`src/hdl/can_slot_cfg.svh`:
```
`ifndef CAN_SLOT_CFG_SVH
`define CAN_SLOT_CFG_SVH
// =====================================================================
// register map
`define OFS_CHANNEL_CONTROL  8'h00
`define OFS_CHANNEL_STATUS   8'h04
`define OFS_SLOT_IRQ_ENABLE  8'h08
`define OFS_STAMP_COUNTER    8'h0C
`define REGION_SLOT_CONTROL  2'h1
`define REGION_SLOT_STAMP    2'h2
// =====================================================================
// channel control fields
`define CTL_DIV_LO           0
`define CTL_DIV_HI           1
`define CTL_LISTEN_ONLY      2
`define CTL_LOOPBACK         3
// =====================================================================
// channel status fields
`define STA_SLOT_LO          0
`define STA_SLOT_HI          3
`define STA_RX_SUCCESS       4
`define STA_TX_SUCCESS       5
`define STA_RECEIVER         6
`define STA_TRANSMITTER      7
// =====================================================================
// slot control fields
`define SC_FRESH             0
`define SC_SENT              1
`define SC_UPDATING          2
`define SC_OVERWRITE         3
`define SC_SENDING           4
`define SC_REMOTE_ACTIVE     5
`define SC_RESPONSE_HOLD     6
`define SC_REMOTE_SELECT     7
`define SC_RECEIVE_REQUEST   8
`define SC_TRANSMIT_REQUEST  9
// =====================================================================
// sizes, reset values and timing
`define SLOT_COUNT           16
`define STAMP_WIDTH          16
`define STORE_CYCLES         4
`define CONTROL_RESET        4'h0
`endif

```
`src/hdl/can_slot_pkg.sv`:
```
package can_slot_pkg;
   typedef enum logic [1:0] {TX_IDLE, TX_BUSY, TX_RETRY} tx_state_t;
endpackage
```
`src/hdl/can_message_slot_control.sv`:
```
// Local design decisions: the register offsets and the plain strobed port.
`include "can_slot_cfg.svh"
`timescale 1ns/1ps
`default_nettype none
module can_message_slot_control
   import can_slot_pkg::*;
#(
   parameter int SLOTS        = `SLOT_COUNT,
   parameter int STAMP_W      = `STAMP_WIDTH,
   parameter int STORE_CYCLES = `STORE_CYCLES
) (
   // clock and reset
   input  wire logic                 clock,
   input  wire logic                 nrst,
   // register port
   input  wire logic [7:0]           addr,
   input  wire logic [31:0]          wdata,
   input  wire logic                 wr,
   input  wire logic                 rd,
   output logic      [31:0]          rdata,
   // protocol engine events
   input  wire logic                 bit_tick,
   input  wire logic                 sof_detect,
   input  wire logic                 frame_end,
   input  wire logic                 rx_done,
   input  wire logic                 rx_remote,
   input  wire logic                 rx_own,
   input  wire logic [SLOTS-1:0]     rx_match,
   input  wire logic [SLOTS-1:0]     id_seen_match,
   input  wire logic                 tx_opportunity,
   input  wire logic                 arb_lost,
   input  wire logic                 tx_fail,
   input  wire logic                 tx_ok,
   // requests to the protocol engine
   output logic                      tx_start,
   output logic [$clog2(SLOTS)-1:0]  tx_slot,
   output logic                      tx_remote,
   output logic                      bus_drive_enable,
   output logic                      ack_enable,
   // message storage
   output logic                      rx_store,
   output logic [$clog2(SLOTS)-1:0]  rx_store_slot,
   output logic [STAMP_W-1:0]        rx_stamp,
   // success requests
   output logic                      rx_irq,
   output logic                      tx_irq
);
   localparam int SW = $clog2(SLOTS);

   // returns the lowest set index; callers check for any bit set
   function automatic logic [SW-1:0] lowest(input logic [SLOTS-1:0] v);
      lowest = '0;
      for (int i = SLOTS - 1; i >= 0; i--) begin
         if (v[i]) begin
            lowest = SW'(i);
         end
      end
   endfunction

   // =====================================================================
   // registers
   logic [1:0]          div_sel;
   logic                listen_only;
   logic                loopback;
   logic [SLOTS-1:0]    irq_enable;
   logic [SW-1:0]       last_slot;
   logic                rx_success;
   logic                tx_success;
   logic                receiver;
   tx_state_t           tx_state;
   logic [SW-1:0]       cur_slot;
   logic [SLOTS-1:0]    tr, rr, rs, hold, ra;
   logic [SLOTS-1:0]    fresh, sent, upd, lost, sending;
   logic [STAMP_W-1:0]  stamp_count;
   logic [2:0]          pre_count;
   logic [STAMP_W-1:0]  stamp_mem [SLOTS];
   logic [$clog2(STORE_CYCLES+1)-1:0] store_count;
   logic [SW-1:0]       store_slot;

   // =====================================================================
   // address decode
   wire                 wr_ctrl   = wr && addr == `OFS_CHANNEL_CONTROL;
   wire                 wr_ie     = wr && addr == `OFS_SLOT_IRQ_ENABLE;
   wire                 slot_area = addr[7:6] == `REGION_SLOT_CONTROL;
   wire                 stamp_area = addr[7:6] == `REGION_SLOT_STAMP;
   wire [SW-1:0]        reg_idx   = addr[SW+1:2];
   wire [SLOTS-1:0]     slot_wr   = (wr && slot_area) ? (SLOTS'(1) << reg_idx) : '0;
   wire                 channel_tx = tx_state != TX_IDLE;

   // =====================================================================
   // slot mode decode
   wire [SLOTS-1:0] data_rx_elig = (~tr & rr & ~rs & ~hold)
                                 | (tr & ~rr & rs & ~ra);
   wire [SLOTS-1:0] remote_rx_elig = ~tr & rr & rs & ra;
   wire [SLOTS-1:0] remote_wait  = tr & ~rr & rs & ra & ~sending;
   wire [SLOTS-1:0] pending = ~sent & (
                              (tr & ~rr & ~rs & ~hold)
                            | (tr & ~rr & rs & ra)
                            | (~tr & rr & rs & ~ra & ~hold));
   wire             any_pending = |pending;
   wire [SW-1:0]    next_tx_slot = lowest(pending);

   // =====================================================================
   // reception choice
   wire [SLOTS-1:0] rx_cand   = rx_match & (rx_remote ? remote_rx_elig : data_rx_elig);
   wire             own_block = rx_own && !loopback;
   wire             rx_accept = rx_done && |rx_cand && !own_block;
   wire [SW-1:0]    rx_target = lowest(rx_cand);
   wire [SLOTS-1:0] rx_hit    = rx_accept ? (SLOTS'(1) << rx_target) : '0;
   wire [SLOTS-1:0] id_hit    = id_seen_match & remote_wait;
   wire [SLOTS-1:0] cur_hot   = SLOTS'(1) << cur_slot;
   wire             busy      = tx_state == TX_BUSY;
   wire [SLOTS-1:0] tx_ok_hit = (busy && tx_ok) ? cur_hot : '0;
   wire [SLOTS-1:0] lost_hit  = (busy && arb_lost) ? cur_hot : '0;
   wire             start_now = (tx_state == TX_IDLE && tx_opportunity && any_pending
                                 && !listen_only)
                              || (tx_state == TX_RETRY && tx_opportunity && !listen_only);
   wire [SW-1:0]    start_slot = tx_state == TX_RETRY ? cur_slot : next_tx_slot;
   wire [SLOTS-1:0] start_hit = start_now ? (SLOTS'(1) << start_slot) : '0;
   wire             store_done = store_count == 1;
   wire [SLOTS-1:0] store_hit = store_done ? (SLOTS'(1) << store_slot) : '0;
   wire             store_busy = store_count != 0;

   // =====================================================================
   // bus drive gating
   assign bus_drive_enable = !listen_only;
   assign ack_enable       = !listen_only && !(loopback && channel_tx);

   // =====================================================================
   // channel control and enables
   always_ff @(posedge clock or negedge nrst) begin
      if (!nrst) begin
         div_sel     <= '0;
         listen_only <= 1'b0;
         loopback    <= 1'b0;
         irq_enable  <= '0;
      end else begin
         if (wr_ctrl) begin
            div_sel     <= wdata[`CTL_DIV_HI:`CTL_DIV_LO];
            listen_only <= wdata[`CTL_LISTEN_ONLY];
            loopback    <= wdata[`CTL_LOOPBACK];
         end
         if (wr_ie) begin
            irq_enable <= wdata[SLOTS-1:0];
         end
      end
   end

   // =====================================================================
   // time stamp
   wire [2:0] div_last   = 3'((4'h1 << div_sel) - 4'h1);
   wire       stamp_tick = bit_tick && pre_count >= div_last;
   always_ff @(posedge clock or negedge nrst) begin
      if (!nrst) begin
         pre_count   <= '0;
         stamp_count <= '0;
      end else if (bit_tick) begin
         pre_count <= stamp_tick ? 3'h0 : 3'(pre_count + 3'h1);
         if (stamp_tick) begin
            stamp_count <= STAMP_W'(stamp_count + 1'b1);
         end
      end
   end

   always_ff @(posedge clock) begin
      if (rx_accept) begin
         stamp_mem[rx_target] <= stamp_count;
      end
   end

   // =====================================================================
   // per-slot control flags
   generate
      for (genvar j = 0; j < SLOTS; j++) begin : g_slot
         wire w = slot_wr[j];
         always_ff @(posedge clock or negedge nrst) begin
            if (!nrst) begin
               tr[j] <= 1'b0; rr[j] <= 1'b0; rs[j] <= 1'b0; hold[j] <= 1'b0;
               ra[j] <= 1'b0; fresh[j] <= 1'b0; sent[j] <= 1'b0;
               upd[j] <= 1'b0; lost[j] <= 1'b0; sending[j] <= 1'b0;
            end else begin
               if (w) begin
                  tr[j]   <= wdata[`SC_TRANSMIT_REQUEST];
                  rr[j]   <= wdata[`SC_RECEIVE_REQUEST];
                  rs[j]   <= wdata[`SC_REMOTE_SELECT];
                  hold[j] <= wdata[`SC_RESPONSE_HOLD];
               end
               // remote phase arms only when leaving the idle state
               if (w && !tr[j] && !rr[j]) begin
                  ra[j] <= wdata[`SC_REMOTE_SELECT] &
                           (wdata[`SC_TRANSMIT_REQUEST] | wdata[`SC_RECEIVE_REQUEST]);
               end else if (tx_ok_hit[j] || id_hit[j]) begin
                  ra[j] <= 1'b0;
               end else if (rx_hit[j] && rx_remote) begin
                  ra[j] <= 1'b0;
               end
               // hardware set wins over a software clear
               fresh[j] <= (fresh[j] & ~(w & ~wdata[`SC_FRESH])) | rx_hit[j];
               lost[j]  <= (lost[j] & ~(w & ~wdata[`SC_OVERWRITE]))
                         | (rx_hit[j] & fresh[j]);
               sent[j]  <= (sent[j] & ~(w & ~tr[j] & ~wdata[`SC_SENT]))
                         | tx_ok_hit[j];
               upd[j]   <= rx_hit[j] | (upd[j] & ~store_hit[j]);
               sending[j] <= start_hit[j] |
                             (sending[j] & ~tx_ok_hit[j] & ~lost_hit[j]);
            end
         end
      end
   endgenerate

   // =====================================================================
   // storing and reception report
   always_ff @(posedge clock or negedge nrst) begin
      if (!nrst) begin
         store_count   <= '0;
         store_slot    <= '0;
         rx_store      <= 1'b0;
         rx_store_slot <= '0;
         rx_stamp      <= '0;
         rx_irq        <= 1'b0;
      end else begin
         rx_store <= rx_accept;
         rx_irq   <= rx_accept && irq_enable[rx_target];
         if (rx_accept) begin
            store_count   <= ($bits(store_count))'(STORE_CYCLES);
            store_slot    <= rx_target;
            rx_store_slot <= rx_target;
            rx_stamp      <= stamp_count;
         end else if (store_busy) begin
            store_count <= ($bits(store_count))'(store_count - 1'b1);
         end
      end
   end

   // =====================================================================
   // transmit sequencing
   always_ff @(posedge clock or negedge nrst) begin
      if (!nrst) begin
         tx_state  <= TX_IDLE;
         cur_slot  <= '0;
         tx_start  <= 1'b0;
         tx_slot   <= '0;
         tx_remote <= 1'b0;
         tx_irq    <= 1'b0;
      end else begin
         tx_start <= start_now;
         tx_irq   <= busy && tx_ok && irq_enable[cur_slot];
         case (tx_state)
            TX_IDLE, TX_RETRY: begin
               if (start_now) begin
                  tx_state  <= TX_BUSY;
                  cur_slot  <= start_slot;
                  tx_slot   <= start_slot;
                  tx_remote <= tr[start_slot] & rs[start_slot];
               end
            end
            TX_BUSY: begin
               if (arb_lost || tx_ok) begin
                  tx_state <= TX_IDLE;
               end else if (tx_fail) begin
                  tx_state <= TX_RETRY;
               end
            end
            default: tx_state <= TX_IDLE;
         endcase
      end
   end

   // =====================================================================
   // channel status
   always_ff @(posedge clock or negedge nrst) begin
      if (!nrst) begin
         last_slot  <= '0;
         rx_success <= 1'b0;
         tx_success <= 1'b0;
         receiver   <= 1'b0;
      end else begin
         if (sof_detect && tx_state == TX_IDLE && !any_pending) begin
            receiver <= 1'b1;
         end else if (frame_end) begin
            receiver <= 1'b0;
         end
         if (busy && tx_ok) begin
            last_slot  <= cur_slot;
            tx_success <= 1'b1;
            rx_success <= 1'b0;
         end else if (rx_accept && irq_enable[rx_target]) begin
            last_slot  <= rx_target;
            rx_success <= 1'b1;
            tx_success <= 1'b0;
         end
      end
   end

   // =====================================================================
   // read port
   logic [31:0] status_word, slot_word, read_mux;
   assign status_word = 32'({channel_tx, receiver, tx_success, rx_success, 4'(last_slot)});
   assign slot_word   = 32'({tr[reg_idx], rr[reg_idx], rs[reg_idx], hold[reg_idx],
                             ra[reg_idx], sending[reg_idx], lost[reg_idx],
                             upd[reg_idx], sent[reg_idx], fresh[reg_idx]});
   always_comb begin
      if (addr == `OFS_CHANNEL_CONTROL) begin
         read_mux = 32'({loopback, listen_only, div_sel});
      end else if (addr == `OFS_CHANNEL_STATUS) begin
         read_mux = status_word;
      end else if (addr == `OFS_SLOT_IRQ_ENABLE) begin
         read_mux = 32'(irq_enable);
      end else if (addr == `OFS_STAMP_COUNTER) begin
         read_mux = 32'(stamp_count);
      end else if (slot_area) begin
         read_mux = slot_word;
      end else if (stamp_area) begin
         read_mux = 32'(stamp_mem[reg_idx]);
      end else begin
         read_mux = 32'h0000_0000;
      end
   end

   always_ff @(posedge clock or negedge nrst) begin
      if (!nrst) begin
         rdata <= '0;
      end else begin
         rdata <= rd ? read_mux : 32'h0000_0000;
      end
   end

   wire [SLOTS-1:0] sent_locked = sent & tr;
endmodule
`default_nettype wire

```
`config.mk`:
```
export PLATFORM = sky130hd
export DESIGN_NAME = can_message_slot_control
export DESIGN_NICKNAME = d
export VERILOG_FILES = /design/src/hdl/can_slot_pkg.sv /design/src/hdl/can_message_slot_control.sv
export VERILOG_INCLUDE_DIRS = /design/src /design/src/hdl
export SDC_FILE = /design/constraint.sdc
export NUM_CORES = 1
export LEC_CHECK = 0
export BUFFER_PORTS_ARGS = -buffer_cell sky130_fd_sc_hd__buf_2
export CAP_MARGIN = 30
export CORE_MARGIN = 4
export CORE_UTILIZATION = 50
export CTS_BUF_LIST = sky130_fd_sc_hd__clkbuf_8 sky130_fd_sc_hd__clkbuf_16
export CTS_CLUSTER_DIAMETER = 100
export DETAILED_ROUTE_END_ITERATION = 8
export GPL_TIMING_DRIVEN = 0
export PLACE_DENSITY = 0.7
export SYNTH_ARGS = -nofsm -noshare
export SYNTH_HDL_FRONTEND = slang
export SYNTH_SLANG_ARGS = --single-unit
export TNS_END_PERCENT = 5
```
`constraint.sdc`:
```
create_clock -name clock -period 4.4 [get_ports clock]
set_input_delay 0.88 -clock clock [delete_from_list [all_inputs] [get_ports clock]]
set_output_delay 0.88 -clock clock [all_outputs]
set_load 0.02 [all_outputs]
```
==> results.toml <==
[synth]
synth.distinct_cells = 80
yosys_most_used_dff = "edfxtp_1"
netlist_instances = 1772
syn_area_mm2 = 0.0242
yosys_warnings = 0
synth-seq-cells = 512
syn_avg_cell_area_um2 = 13.7
ys_seq_area_frac = 0.582
synth-edff-count = 256
async_flop_share = 0.500

[worst_setup_path]
crit_path_cell_trace = "buf_6 > buf_6 > buf_4 > nor2_1 > and3_1 > o311ai_1 > a31oi_1 > o21ai_2 > nand2_1 > clkbuf_1 > nor2_2 > buf_8 > a211oi_1 > a21o_1"
crit_path_end_kind = "flip-flop"
start_kind = "input port"
reg2reg_from = "rr[15]$_DFFE_PN0P_"
worst-path-stages = 14
timing.rr.end = "ra[11]$_DFFE_PN0P_"
r2r_slack_ps = 210
crit_type = "input port to flip-flop"
cp_num_buf_inv = 5
cpMaxStageDelayCell = "o311ai_1"
required_ps = 4900
critPathLaunch = "rx_remote"
rr_worst_depth = 12
worstPathArrival_ps = 4760
crit_end = "ra[11]$_DFFE_PN0P_"
crit_path_frequent_cell = "buf_6"
critical-path-top-delay-family = "compound AO/OA/AOI/OAI gates"
crit_fanout = 13
cpPeakStageDelay_ps = 590

[drt]
vias = 17500
drt_iter0_markers = 2240
vias_per_cell = 6.60
routedWlPerCell_um = 30.5
dr.pass1.iters = 6
ant_nets = 0
wl_um = 80700
drc = 0

[timing]
setup-tns-final_ps = 0
layout_setup_ws_ps = 139
max_slew_margin = 0.300
rsz0062_at_grt = "false"
max_freq_mhz = 235
fin_crit_ps = 4260
finalCritPeriodShare = 0.968
final_max_slew_viol_count = 0
final.setup_skew_ps = 29.0
worst_pin_slew_ps = 1050
hold_viol = 0
finalSetupViolCount = 0

[die]
num_io_pins = 149
die_h_um = 228
core-area_mm2 = 0.0478
initial_core_util = 0.506
die_w_um = 228
rows = 80
die_area_mm2 = 0.0520

[clocking]
cts.htree.levels = 2
worst_skew_pair.late_latency_ps = 620
cts_made_buffers = 55
cts_hold_buf = 0
path_clk_slew_ps = 60
cts_tree = "yes"
numClockSinks = 512
cts_buffer_depth = 3
cts-root-buf = "clkbuf_16"

[grt]
track_usage = 0.308
grt_pass1_vias = 17200
global_route.usage.met3 = 0.0744
grt_util_met2 = 0.485
grt_antenna_before_repair = 1
grt_overflow = 0
grt_max_degree = 112
met1_usage = 0.425
gr-max-usage-layer = "met2"
grt_pass1_wl_um = 118000

[place]
place_hpwl_um = 58500
place_area_mm2 = 0.0261
dpl.cell_count = 2537
place_congestion = 1.03
dpl_worst_slack_ps = -555
io_buffers = 109

[run_status]
outcome = "completed"

[pwr]
combPwrFrac = 0.206
swShare = 0.314
intPower_mw = 9.56
seqPwrFrac = 0.458
ir_worst_vdd_mv = 0.526
finalPower_mw = 13.9
p_per_area_mw_per_mm2 = 496
p_sw_mw = 4.37
p_leak_nw = 11.5
clkPwrFrac = 0.337

[final_layout]
final_cell_mix = "256 x dfrtp_1, 256 x edfxtp_1, 168 x nand2_1"
largest_reg_flops = 256
area_growth_pct = 15.9
nNetsFinal = 2078
fillerInstances = 3800
stdcell_area_mm2 = 0.0281
drive_gt1_frac = 0.266
antennaDiodeCount = 0
instances_no_fill = 2644
regMostFlops = "stamp_mem"

[run]
maxCapViolations = 0

[worst_hold_path]
holdCritPathClass = "input port to async pin"
[worst reg2reg max path: stages, from the launching register on]
cell,delay (ps)
dfrtp_1,510
nor2b_1,240
o211a_1,160
a31oi_1,80
o311ai_1,670
a31oi_1,270
o21ai_2,490
nand2_1,290
clkbuf_1,360
nor2_2,490
buf_8,260
a211oi_1,110
a21o_1,160
[power by group through the flow]
stage	logic [mW]	registers (mW)	clock network, mW
floorplan	1.75	6.24	0
global placement	2.69	6.40	0
detailed placement	2.80	6.44	0
CTS	2.82	6.35	4.74
global route	3.06	6.44	4.97
finish	2.86	6.38	4.69
[worst min path at each step]
stage / endpoint / cells after the start / from / slack, ps
after floorplan: lost[10]$_DFF_PN0_ / 2 / fresh[10]$_DFF_PN0_ / 450
after detailed placement: rx_stamp[8]$_DFFE_PN0P_ / 2 / rx_stamp[8]$_DFFE_PN0P_ / 460
after global routing: hold[0]$_DFFE_PN0P_ / 1 / nrst / 270
final: hold[0]$_DFFE_PN0P_ / 1 / nrst / 230
after CTS: hold[0]$_DFFE_PN0P_ / 1 / nrst / 250
after global placement: rx_stamp[7]$_DFFE_PN0P_ / 2 / rx_stamp[7]$_DFFE_PN0P_ / 460
[final cells by class]
class	count	area (µm²)	area share
Sequential cell	512	14100	0.502
Multi-Input combinational cell	1159	9700	0.346
Clock buffer	62	1480	0.0528
Timing Repair Buffer	140	1130	0.0402
Tap cell	615	769	0.0274
Buffer	92	443	0.0158
Clock inverter	40	364	0.0130
Inverter	24	90.1	0.00321
[synth_stat cells (6+ instances only)]
library cell | n | area [µm²]
and2_1 | 19 | 119
mux2i_1 | 14 | 140
o31ai_1 | 18 | 135
nand3_1 | 41 | 205
buf_4 | 17 | 128
a22oi_1 | 12 | 90.1
a211oi_1 | 20 | 150
and3_1 | 7 | 43.8
nand4_1 | 7 | 43.8
ha_1 | 8 | 100
inv_1 | 24 | 90.1
xnor2_1 | 14 | 123
nor3b_1 | 20 | 150
buf_2 | 8 | 40.0
or3_1 | 9 | 56.3
nor2_1 | 116 | 435
buf_1 | 13 | 48.8
nor3_1 | 23 | 115
mux4_2 | 139 | 3130
nand2b_1 | 15 | 93.8
nor4b_1 | 6 | 52.6
a32o_1 | 6 | 60.1
edfxtp_1 | 256 | 7690
mux2_2 | 104 | 1170
dfrtp_1 | 256 | 6410
nand3b_1 | 22 | 165
nor2b_1 | 38 | 238
clkbuf_1 | 50 | 188
a31oi_1 | 6 | 37.5
a21oi_1 | 31 | 155
a21o_1 | 25 | 188
a221oi_1 | 6 | 52.6
or2_2 | 8 | 50.1
o211ai_1 | 14 | 105
o21ai_0 | 143 | 716
nand2_1 | 168 | 631
[metal layers]
metal | wire (µm) | vias up
li1 | - | 7222
met5 | 12 | -
met1 | 31400 | 8943
met4 | 3280 | 2
met2 | 37700 | 1109
met3 | 8280 | 178
[per-stage QoR]
stage          hold slack [ps]  utilization
6_report                   226        0.587
5_1_grt                    270        0.587
4_1_cts                    246        0.585
3_5_place_dp               458        0.546
3_3_place_gp               460        0.535
2_1_floorplan              449            -
[kinds of logic (layout without fill, tap and decap cells)]
family | Yosys count | count (layout) | synth area share
and+or+nand+nor | 518 | 518 | 0.106
DFF | 512 | 512 | 0.582
AOI/OAI and AO/OA | 336 | 336 | 0.0929
muxes | 265 | 265 | 0.188
buffers and inverters | 116 | 358 | 0.0220
xor gates and xnor gates | 16 | 16 | 0.00579
adders and majority gates | 8 | 8 | 0.00413
other | 1 | 16 | 0.000155
[what timing repair did]
item,in CTS,in global routing
setup buffers,0,4
setup endpoints to repair,0,1
gates resized for setup,0,0
Note: power is estimated with default switching activity, not from simulation.
